## config.mk

```make
export PLATFORM = sky130hd
export DESIGN_NAME = software_watchdog_timer
export DESIGN_NICKNAME = d
export VERILOG_FILES = /design/src/rtl/wdog_pkg.sv /design/src/rtl/wdog_prescaler.sv /design/src/rtl/software_watchdog_timer.sv
export SDC_FILE = /design/constraint.sdc
export NUM_CORES = 1
export LEC_CHECK = 0
export BUFFER_PORTS_ARGS = -buffer_cell sky130_fd_sc_hd__buf_4
export CORE_ASPECT_RATIO = 0.7
export CORE_MARGIN = 3
export CORE_UTILIZATION = 45
export DETAILED_ROUTE_END_ITERATION = 12
export GPL_ROUTABILITY_DRIVEN = 0
export HOLD_SLACK_MARGIN = 0.05
export PLACE_DENSITY = 0.78
export SYNTH_ARGS = -nofsm -noshare
export SYNTH_HDL_FRONTEND = slang
export SYNTH_SLANG_ARGS = --single-unit
```

## constraint.sdc

```tcl
create_clock -name clock -period 4.9 [get_ports clock]
set_input_delay 0.245 -clock clock [delete_from_list [all_inputs] [get_ports clock]]
set_output_delay 0.245 -clock clock [all_outputs]
set_load 0.02 [all_outputs]
```

## src/rtl/wdog_pkg.sv

```systemverilog
// Constants, register map and state types of the software watchdog.
// Assumes one 100 MHz clock and a synchronous, active-low reset.
// How it works
// - 16-bit up-counter steps once every 24 or 384 clock cycles.
// - Rate comes through a divide-by-2 and an optional divide-by-16 stage.
// - Any reset disables the watchdog and zeroes counter and registers, except that warm reset keeps priority bit 6.
// - Once running it cannot be stopped except by a warm or cold reset.
// - Setting the start/refresh flag while disabled starts counting.
// - Expiry status rises as soon as the counter holds 0x7cff.
// - Expiry status sets priority bit 6 and requests a chip reset.
// - Expiry status falls on reset or when the counter leaves 0x7cff.
// - Start within 12 cycles of refresh flag reloads; otherwise no reload.
// - Valid refresh loads counter from reload register and clears refresh flag in the same cycle.
// - Refresh flag is bit 6 at 0xa8, reset zero, cleared 12 cycles after set.
// - Reload register 0x86: bit 7 selects divide-by-16, bits 6..0 reload high byte.
// - Start/refresh flag is bit 6 of enable register 1, cleared after 12 cycles.
// - Expiry bit survives the watchdog reset; software reads and clears it.
package wdog_pkg;

  localparam int          ADDR_W         = 10;
  localparam int          DATA_W         = 32;
  localparam int          COUNT_W        = 16;

  // Register indices; byte address is four times the index
  localparam logic [7:0]  IDX_RELOAD     = 8'h86;
  localparam logic [7:0]  IDX_ENABLE0    = 8'ha8;
  localparam logic [7:0]  IDX_PRIORITY0  = 8'ha9;
  localparam logic [7:0]  IDX_ENABLE1    = 8'hb8;
  localparam logic [7:0]  IDX_IRQ_STATUS = 8'hc0;
  localparam logic [7:0]  IDX_IRQ_CLEAR  = 8'hc1;
  localparam logic [7:0]  IDX_IRQ_ENABLE = 8'hc2;
  localparam logic [7:0]  IDX_COUNT      = 8'hc3;

  localparam int          FLAG_BIT       = 6;
  localparam int          PSEL_BIT       = 7;
  localparam int          RELOAD_MSB     = 6;
  localparam logic [7:0]  REG_RESET      = 8'h00;

  localparam logic [15:0] EXPIRY_STATE   = 16'h7cff;

  // Base divider gives 24 and 384 cycles after the 2 and 16 stages
  localparam int          BASE_DIV       = 12;
  localparam int          DIV_FAST       = 2;
  localparam int          DIV_SLOW       = 16;
  localparam int          FLAG_HOLD      = 12;

  localparam int          EV_EXPIRY      = 0;
  localparam int          EV_RELOAD      = 1;
  localparam int          EV_ABANDON     = 2;
  localparam int          EV_W           = 3;

  typedef enum logic {
    wd_idle,
    wd_running
  } wd_mode_type;

  typedef enum logic {
    bus_wait,
    bus_done
  } bus_phase_type;

  typedef struct packed {
    bus_phase_type        phase;
    logic                 waitreq;
    logic [7:0]           rdata;
    wd_mode_type          mode;
    logic [15:0]          count;
    logic                 expiry;
    logic [7:0]           enable0;
    logic [7:0]           enable1;
    logic [7:0]           priority0;
    logic [7:0]           reload;
    logic [3:0]           refresh_hold;
    logic [3:0]           start_hold;
    logic [EV_W-1:0]      irq_status;
    logic [EV_W-1:0]      irq_enable;
    logic                 irq;
  } core_state_type;

  typedef struct packed {
    logic [3:0]           base;
    logic                 half;
    logic [3:0]           sixteenth;
    logic                 tick;
  } prescale_state_type;

endpackage : wdog_pkg

```

## src/rtl/wdog_prescaler.sv

```systemverilog
// Prescaler chain of the software watchdog: base, divide-by-2, divide-by-16.
// Assumes run is held for as long as the watchdog counts.
module wdog_prescaler
(
  input  wire logic clock,
  input  wire logic resetn,
  input  wire logic run,
  input  wire logic slow_select,
  output logic      tick
);

  wdog_pkg::prescale_state_type state_ff;
  wdog_pkg::prescale_state_type nxt_state;

  logic base_end;

  always_comb
  begin
    nxt_state      = state_ff;
    nxt_state.tick = 1'b0;
    base_end       = state_ff.base == 4'(wdog_pkg::BASE_DIV - 1);
    if (run)
    begin
      nxt_state.base = base_end ? 4'h0 : state_ff.base + 4'h1;
      if (base_end)
      begin
        nxt_state.half = ~state_ff.half;
        if (state_ff.half)
        begin
          nxt_state.sixteenth = state_ff.sixteenth + 4'h1;
          nxt_state.tick      = !slow_select ||
                                state_ff.sixteenth == 4'(wdog_pkg::DIV_SLOW - 1);
        end
      end
    end
  end

  always_ff @(posedge clock)
  begin
    if (!resetn)
      state_ff <= '0;
    else
      state_ff <= nxt_state;
  end

  assign tick = state_ff.tick;

endmodule : wdog_prescaler

```

## src/rtl/software_watchdog_timer.sv

```systemverilog
// Software watchdog core with its register file on an Avalon-MM slave.
// Assumes a master that holds each request until waitrequest is seen low.
//
// The Avalon-MM register port was left to the implementer.
module software_watchdog_timer
(
  input  wire logic                          clock,
  input  wire logic                          resetn,
  input  wire logic                          cold_resetn,
  input  wire logic [wdog_pkg::ADDR_W-1:0]   address,
  input  wire logic                          read,
  input  wire logic                          write,
  input  wire logic [wdog_pkg::DATA_W-1:0]   writedata,
  input  wire logic [3:0]                    byteenable,
  output logic      [wdog_pkg::DATA_W-1:0]   readdata,
  output logic                               waitrequest,
  output logic                               expiry_status,
  output logic                               chip_reset_request,
  output logic                               irq
);

  wdog_pkg::core_state_type state_ff;
  wdog_pkg::core_state_type nxt_state;

  logic                        tick;
  logic [7:0]                  index;
  logic [7:0]                  wdata;
  logic                        wr_hit;
  logic [wdog_pkg::EV_W-1:0]   events;
  logic [wdog_pkg::EV_W-1:0]   clear_mask;
  logic                        refresh_pending;

  // Word index from byte address; misaligned addresses never match
  function automatic logic [7:0] reg_index
  (
    input logic [wdog_pkg::ADDR_W-1:0] addr
  );
    reg_index = (addr[1:0] == 2'h0) ? addr[9:2] : 8'hff;
  endfunction : reg_index

  function automatic logic is_reg
  (
    input logic [7:0] idx,
    input logic [7:0] which
  );
    is_reg = idx == which;
  endfunction : is_reg

  wdog_prescaler u_prescaler
  (
    .clock       (clock),
    .resetn      (resetn),
    .run         (state_ff.mode == wdog_pkg::wd_running),
    .slow_select (state_ff.reload[wdog_pkg::PSEL_BIT]),
    .tick        (tick)
  );

  always_comb
  begin
    nxt_state       = state_ff;
    events          = '0;
    clear_mask      = '0;
    index           = reg_index(address);
    wdata           = writedata[7:0];
    wr_hit          = 1'b0;
    refresh_pending = state_ff.enable0[wdog_pkg::FLAG_BIT];

    // Bus handshake: take request, answer one edge later
    unique case (state_ff.phase)
      wdog_pkg::bus_wait:
      begin
        if (read || write)
        begin
          nxt_state.phase   = wdog_pkg::bus_done;
          nxt_state.waitreq = 1'b0;
          nxt_state.rdata   = 8'h00;
          if (read)
          begin
            if (is_reg(index, wdog_pkg::IDX_RELOAD))
              nxt_state.rdata = state_ff.reload;
            else if (is_reg(index, wdog_pkg::IDX_ENABLE0))
              nxt_state.rdata = state_ff.enable0;
            else if (is_reg(index, wdog_pkg::IDX_PRIORITY0))
              nxt_state.rdata = state_ff.priority0;
            else if (is_reg(index, wdog_pkg::IDX_ENABLE1))
              nxt_state.rdata = state_ff.enable1;
            else if (is_reg(index, wdog_pkg::IDX_IRQ_STATUS))
              nxt_state.rdata = 8'(state_ff.irq_status);
            else if (is_reg(index, wdog_pkg::IDX_IRQ_ENABLE))
              nxt_state.rdata = 8'(state_ff.irq_enable);
            else if (is_reg(index, wdog_pkg::IDX_COUNT))
              nxt_state.rdata = state_ff.count[15:8];
          end
        end
      end
      wdog_pkg::bus_done:
      begin
        nxt_state.phase   = wdog_pkg::bus_wait;
        nxt_state.waitreq = 1'b1;
        wr_hit            = write && byteenable[0];
      end
    endcase

    // Hardware ends each flag after its hold time
    if (state_ff.enable0[wdog_pkg::FLAG_BIT])
    begin
      if (state_ff.refresh_hold == 4'h0)
      begin
        nxt_state.enable0[wdog_pkg::FLAG_BIT] = 1'b0;
        events[wdog_pkg::EV_ABANDON]       = 1'b1;
      end
      else
      begin
        nxt_state.refresh_hold = state_ff.refresh_hold - 4'h1;
      end
    end
    if (state_ff.enable1[wdog_pkg::FLAG_BIT])
    begin
      if (state_ff.start_hold == 4'h0)
        nxt_state.enable1[wdog_pkg::FLAG_BIT] = 1'b0;
      else
        nxt_state.start_hold = state_ff.start_hold - 4'h1;
    end

    // Counter advances on each prescaler tick
    if (state_ff.mode == wdog_pkg::wd_running && tick)
      nxt_state.count = state_ff.count + 16'h0001;

    if (wr_hit)
    begin
      if (is_reg(index, wdog_pkg::IDX_RELOAD))
      begin
        nxt_state.reload = wdata;
      end
      else if (is_reg(index, wdog_pkg::IDX_ENABLE0))
      begin
        nxt_state.enable0[7]   = wdata[7];
        nxt_state.enable0[5:0] = wdata[5:0];
        if (wdata[wdog_pkg::FLAG_BIT])
        begin
          // Setting again restarts the window
          nxt_state.enable0[wdog_pkg::FLAG_BIT] = 1'b1;
          nxt_state.refresh_hold = 4'(wdog_pkg::FLAG_HOLD - 1);
          events[wdog_pkg::EV_ABANDON] = 1'b0;
        end
      end
      else if (is_reg(index, wdog_pkg::IDX_ENABLE1))
      begin
        nxt_state.enable1[7]   = wdata[7];
        nxt_state.enable1[5:0] = wdata[5:0];
        if (wdata[wdog_pkg::FLAG_BIT])
        begin
          nxt_state.enable1[wdog_pkg::FLAG_BIT] = 1'b1;
          nxt_state.start_hold = 4'(wdog_pkg::FLAG_HOLD - 1);
          if (state_ff.mode == wdog_pkg::wd_idle)
          begin
            nxt_state.mode = wdog_pkg::wd_running;
          end
          else if (refresh_pending)
          begin
            nxt_state.count = {1'b0, state_ff.reload[wdog_pkg::RELOAD_MSB:0],
                               8'h00};
            nxt_state.enable0[wdog_pkg::FLAG_BIT] = 1'b0;
            events[wdog_pkg::EV_RELOAD]           = 1'b1;
            events[wdog_pkg::EV_ABANDON]          = 1'b0;
          end
        end
      end
      else if (is_reg(index, wdog_pkg::IDX_PRIORITY0))
      begin
        nxt_state.priority0[7]   = wdata[7];
        nxt_state.priority0[5:0] = wdata[5:0];
        if (!wdata[wdog_pkg::FLAG_BIT])
          nxt_state.priority0[wdog_pkg::FLAG_BIT] = 1'b0;
      end
      else if (is_reg(index, wdog_pkg::IDX_IRQ_CLEAR))
      begin
        clear_mask = wdata[wdog_pkg::EV_W-1:0];
      end
      else if (is_reg(index, wdog_pkg::IDX_IRQ_ENABLE))
      begin
        nxt_state.irq_enable = wdata[wdog_pkg::EV_W-1:0];
      end
    end

    // Mode never returns to idle here: only reset stops the watchdog

    // Compare follows the counter so status tracks its state directly
    nxt_state.expiry = nxt_state.mode == wdog_pkg::wd_running &&
                       nxt_state.count == wdog_pkg::EXPIRY_STATE;
    if (nxt_state.expiry)
    begin
      nxt_state.priority0[wdog_pkg::FLAG_BIT] = 1'b1;
      if (!state_ff.expiry)
        events[wdog_pkg::EV_EXPIRY] = 1'b1;
    end

    // Event set wins over a clear in the same cycle
    nxt_state.irq_status = (state_ff.irq_status & ~clear_mask) | events;
    nxt_state.irq        = |(nxt_state.irq_status & nxt_state.irq_enable);
  end

  // Expiry bit is kept through a warm reset, dropped by cold reset
  always_ff @(posedge clock)
  begin
    if (!resetn)
    begin
      state_ff         <= '0;
      state_ff.waitreq <= 1'b1;
      state_ff.priority0[wdog_pkg::FLAG_BIT] <= cold_resetn &&
                                                state_ff.priority0[wdog_pkg::FLAG_BIT];
    end
    else if (!cold_resetn)
    begin
      state_ff         <= '0;
      state_ff.waitreq <= 1'b1;
    end
    else
    begin
      state_ff <= nxt_state;
    end
  end

  assign readdata           = {24'h000000, state_ff.rdata};
  assign waitrequest        = state_ff.waitreq;
  assign expiry_status      = state_ff.expiry;
  assign chip_reset_request = state_ff.expiry;
  assign irq                = state_ff.irq;

endmodule : software_watchdog_timer

```

Word-level counts from Yosys, hierarchy flattened
Cells that the tools add are included.
{ "word_totals": {"register_bits": 85, "inputBits": 51, "elab_cells": 155} }
{ "classes": {"addsub": 5, "n_eq_ne": 18, "n_mux": 80, "bitwise_logic": 9, "n_reduce_logical": 21} }
{ "ops": {"columns": ["operator", "count"], "rows": [
  ["$mux W8", 14],
  ["$mux W17", 5],
  ["$eq A8 B8 Y1 const B", 8],
  ["$mux W16", 4],
  ["$mux W30", 2],
  ["$mux W4", 10],
  ["$mux W3", 13],
  ["$mux W39", 1],
  ["$mux W23", 1],
  ["$mux W1", 21],
  ["$add A16 B1 Y16 const B", 1],
  ["$eq A16 B15 Y1 const B", 1],
  ["$mux W2", 6],
  ["$ne A4 B4 Y1 const B", 3],
  ["$mux W10", 1],
  ["$add A4 B1 Y4 const B", 2],
  ["$eq A4 B4 Y1 const B", 2],
  ["$logic_not A4 Y1", 2],
  ["$ne A4 B2 Y1 const B", 2],
  ["$reduce_and A2 Y1", 4],
  ["$reduce_and A4 Y1", 2],
  ["$sub A4 B1 Y4 const B", 2],
  ["$and A3 B3 Y3", 2],
  ["$mux W6", 1],
  ["14 further kinds", 23]
]} }

Logic depth before layout (Yosys ltp)
{ "depth": {"depth_word": 17, "ltp_mapped": 8, "mapped_depth_nobuf": 7} }

By module
From an unflattened synthesis, not the netlist that was laid out.
{ "unflattened": {"hier_cells": 552, "hier_area_um2": 4563.1} }
{ "modules_own_cells": {"columns": ["module", "n_inst", "cells_per_inst", "area_per_inst_um2"], "rows": [
  ["software_watchdog_timer", 1, 499, 4086.4],
  ["wdog_prescaler", 1, 53, 476.7]
]} }

Least setup slack after synthesis
No wires, ideal clock.
{ "synth_path": {"path_type": "input -> register", "startpoint": "input address[2] in the netlist's numbering", "endpoint": "register state_ff[29] in the netlist's numbering, data pin", "setup_ps": 257, "arrival_ps": 1944, "t_required_ps": 4643, "slack_ps": 2699, "stages": 7, "n_path_buf": 1, "path_cell_list": "buf_2 -> or4_1 -> nor4_1 -> mux2i_1 -> nor2_1 -> and4_1 -> a32o_1"} }
{ "synth_via": {"elab_chain_len": 11, "elab_cells_between_ends": 13, "cone_classes": "eq/ne (4); mux (8); reduce/logical (1)"} }
{ "synth_rtl": {"columns": ["element", "line_no", "source"], "rows": [
  ["start, declared", "software_watchdog_timer.sv:10", "input wire logic [wdog_pkg::ADDR_W-1:0] address,"],
  ["$mux W8 (*)", "software_watchdog_timer.sv:38", "reg_index = (addr[1:0] == 2'h0) ? addr[9:2] : 8'hff;"],
  ["$eq A8 B8 Y1", "software_watchdog_timer.sv:46", "is_reg = idx == which;"],
  ["$mux W17", "software_watchdog_timer.sv:147", "else if (is_reg(index, wdog_pkg::IDX_ENABLE1))"],
  ["$mux W17", "software_watchdog_timer.sv:135", "else if (is_reg(index, wdog_pkg::IDX_ENABLE0))"],
  ["$mux W17 (*)", "software_watchdog_timer.sv:131", "if (is_reg(index, wdog_pkg::IDX_RELOAD))"],
  ["$mux W17 (*)", "software_watchdog_timer.sv:129", "if (wr_hit)"],
  ["$eq A16 B15 Y1", "software_watchdog_timer.sv:190", "nxt_state.count == wdog_pkg::EXPIRY_STATE;"],
  ["$logic_and A1 B1 Y1 (*)", "software_watchdog_timer.sv:189", "nxt_state.expiry = nxt_state.mode == wdog_pkg::wd_running &&"],
  ["$mux W1 (*)", "software_watchdog_timer.sv:191", "if (nxt_state.expiry)"],
  ["$mux W30 (*)", "software_watchdog_timer.sv:213", "else if (!cold_resetn)"],
  ["$mux W30 (*)", "software_watchdog_timer.sv:206", "if (!resetn)"],
  ["end signal, assigned", "software_watchdog_timer.sv:220", "state_ff <= nxt_state;"],
  ["end, declared", "software_watchdog_timer.sv:22", "wdog_pkg::core_state_type state_ff;"]
]} }
Every way passes the cells marked *; elsewhere a longest branch is shown, timed or not.
A chain may end at the register's enable or synchronous reset.

Worst setup path in the final report
{ "layout_path": {"startpoint": "input address[1] in the netlist's numbering", "endpoint": "register state_ff[52] in the netlist's numbering"} }
{ "layout_via": {"elab_chain_len": 7, "elab_cells_between_ends": 9, "cone_classes": "eq/ne (3); mux (5); reduce/logical (1)"} }
{ "layout_rtl": {"columns": ["element", "line_no"], "rows": [
  ["$logic_not A2 Y1 (*)", "software_watchdog_timer.sv:38"],
  ["$mux W8 (*)", "software_watchdog_timer.sv:38"],
  ["$eq A8 B8 Y1", "software_watchdog_timer.sv:46"],
  ["$mux W17", "software_watchdog_timer.sv:147"],
  ["$mux W17", "software_watchdog_timer.sv:135"],
  ["$mux W17 (*)", "software_watchdog_timer.sv:131"],
  ["$mux W17 (*)", "software_watchdog_timer.sv:129"]
]} }
Marked as above.

==> key figures <==
Placed design
  – Post-DP HPWL: around 8000 um
  – Buffers on Ports: 35
  – Post-Place Cell Area: between 0.004 and 0.005 mm^2

Clock tree
  – CTS tree: built
  – Total CTS buffers: 9
  – Clk_lat worst skew: 0.34 ns
  – Cts repair resizes: 0
  – CTS max path bufs: 2
  – Clk slew on worst S/H paths: ~0.060 ns
  – Post-CTS Hold Buffers: 0
  – Htree depth: 3
  – CTS Root Cell: clkbuf_16
  – Num Clock Sinks: 85
  – Post-CTS Setup Bufs: 0

Logic synthesis
  – Post-synth ARST share: 0%
  – Seq cells post-synth: 85
  – Cell taking the most area after synthesis: dfxtp_1
  – Synthesized instance count: around 530
  – Ys flop type: dfxtp_1
  – Post-synth EDFFs: 1
  – Synth warnings: 0
  – Post-Syn Area per Cell: about 8.4 um^2
  – Post-synth top cells: dfxtp_1, nor2_1, nand2_1, a21oi_1, buf_4
  – Synth Cell Area: 0.00442 mm^2
  – Yosys cell types: between 60 and 70
  – Seq/Total Area, Yosys: between 30% and 40%
  – Synth top area cells: dfxtp_1, buf_4, nor2_1, mux2i_1, a21oi_1
  – Top-count cell post-synth: dfxtp_1
  – Synth top area share: about two fifths

Route
  – Final ANT Viol Nets: 0
  – DRC Markers: 0
  – Drt first pass iters: 6
  – DR vias: 3840
  – WL final: about 11000 um
  – WL per Instance: around 16 um
  – Vias per cell: 5.75
  – Drt initial violations: 456

Run
  – Max Cap Violations: 0

Worst setup path
  – Critical path's slowest cell: or4_1
  – CP arrival: roughly 2.9 ns
  – Reg2Reg Launch Point: state_ff[74]
  – Setup CP Type: primary input to flop
  – CP endpoint kind: flop
  – Worst setup startpoint: address[1]
  – Most frequent CP cell: buf_4
  – Critical-path maximum fanout: 15
  – Cell Chain, Critical Path: buf_4 > or4_1 > nor3_2 > buf_4 > nand4_1 > nand2_1 > nor2_1
  – Critical Path RT: 5.12 ns
  – CP max stage delay: about 0.63 ns
  – CP startpoint kind: primary input
  – R2R depth: 5

Timing
  – Slew @ Worst Pin: around 1.2 ns
  – RSZ-0062 raised after global routing: false
  – Min Tclk post-route: between 2 and 3 ns
  – Max Slew Vio Count: 0
  – TNS Setup: 0 ns
  – Tcrit/Tclk final: around 55%
  – Final setup viols: 0
  – Peak Freq: between 300 and 400 MHz
  – Final hold viol count: 0
  – Fin Clk Skew: 0.00591 ns
  – Slew HR: around 16%

Floorplanning
  – DIE WIDTH: roughly 120 um
  – # rows: 29
  – Core area: ~0.0093 mm^2
  – Die span in y: roughly 89 um
  – Initial core utilization: a little under half
  – I/O pins: between 80 and 90
  – Die Area: around 0.011 mm^2

Power and ir drop
  – Leak: approximately 1.8 nW
  – PD cells: roughly 300 mW/mm^2
  – Peak supply drop: approximately 0.17 mV

Worst hold path
  – HP Start: writedata[4]
  – Worst hold path depth: 3
  – HP Class: primary input to flop

Global route
  – Initial antenna violation count: 0
  – Tot GR Track Use: 20.3%
  – Largest net degree at the start of global routing: 59
  – GR Overflow Total: 0
  – Number of global-route vias before repair: roughly 3700
  – First-pass GRT wire length: about 18000 um

Run status
  – Status: finished, final reports clean

Cells and area
  – Post-layout nets: just under 600
  – Syn-to-layout area delta: 10.2%
  – Cell area after layout: roughly 0.0049 mm^2
  – N_diodes: 0
  – Share of cells above drive strength 1: roughly an eighth
  – Layout fillers: between 800 and 900
-- layout by cell type (no fill, tap or decap), drive strengths merged, types with 10 or more instances in the layout --
| master | netlist | layout |
|---|---|---|
| buf | 42 | 38 |
| nand3 | 13 | 13 |
| dfxtp | 84 | 84 |
| nor3 | 14 | 14 |
| o21ai | 16 | 16 |
| mux2i | 22 | 22 |
| clkbuf | 16 | 11 |
| nor2 | 62 | 62 |
| xor2 | 10 | 10 |
| conb | 1 | 24 |
| nand4 | 14 | 14 |
| xnor2 | 12 | 12 |
| inv | 12 | 12 |
| a21oi | 40 | 40 |
| nand2 | 51 | 51 |
-- state kept, by name, indices dropped and copies added, names as in the netlist --
signal and cells:
state_ff 63, u_prescaler.state_ff 9, readdata 8, chip_reset_request 1, irq 1, refresh_pending 1
u_prescaler.tick 1, waitrequest 1
-- where the power goes --
group          switching [W]  internal [W]
Combinational      0.0000548     0.0000208
Sequential        0.00000116      0.000694
Clock               0.000264      0.000405
Total               0.000320       0.00112
-- per-stage QoR --
stage / setup WS (ns) / hold slack (ns) / util, % / cells / power [W]
after floorplan: 2.70 / 0.381 / - / 549 / 0.000771
after global placement: 1.99 / 0.448 / 49.1 / 653 / 0.000782
after detailed placement: 1.87 / 0.449 / 49.1 / 653 / 0.000784
after CTS: 2.26 / 0.156 / 52.3 / 668 / 0.00145
after global routing: 1.99 / 0.168 / 52.3 / 668 / 0.00149
final: 2.22 / 0.164 / 52.3 / 668 / 0.00144
-- final cells by class --
type,count,area (um^2),share of cell area [%]
sequential,85,1710,35.1
tap,124,155,3.18
clock inverter,4,48.8,1.00
multi-input combinational,394,2380,48.9
inverter,12,45.0,0.924
timing repair buffer,38,285,5.85
clock buffer,11,243,4.98
-- metal layers --
layer	share of wire [%]	track usage [%]
met1	46	27.4
met4	0.87	5.07
met5	0	0
met2	44	32.0
met3	9.2	6.51
-- path summary, 6_finish.rpt --
kind / endpoint / slack (ns)
worst min-delay path: state_ff[19] / 0.16
worst max-delay path: state_ff[52] / 2.22
worst max register to register: state_ff[52] / 2.25
worst min register to register: readdata[4] / 0.46
-- logic make-up (layout without fill, tap and decap cells) --
group                      Yosys count  count (layout)  share of synthesized area [%]
other                                1              24                         0.0848
buffers and inverters               70              65                           9.37
and+or+nand+nor                    216             216                           25.0
xor gates and xnor gates            22              22                           4.36
AOI/OAI and AO/OA                  102             102                           15.3
muxes                               25              25                           5.74
adders and majority gates            5               5                           1.41
DFF                                 85              85                           38.7
-- worst max-delay path: cells and delay by family --
kind	cells	cell delay, ns
simple gates	5	2.25
buf+inv	2	0.40
No activity file was read; power rests on OpenSTA's default activity.
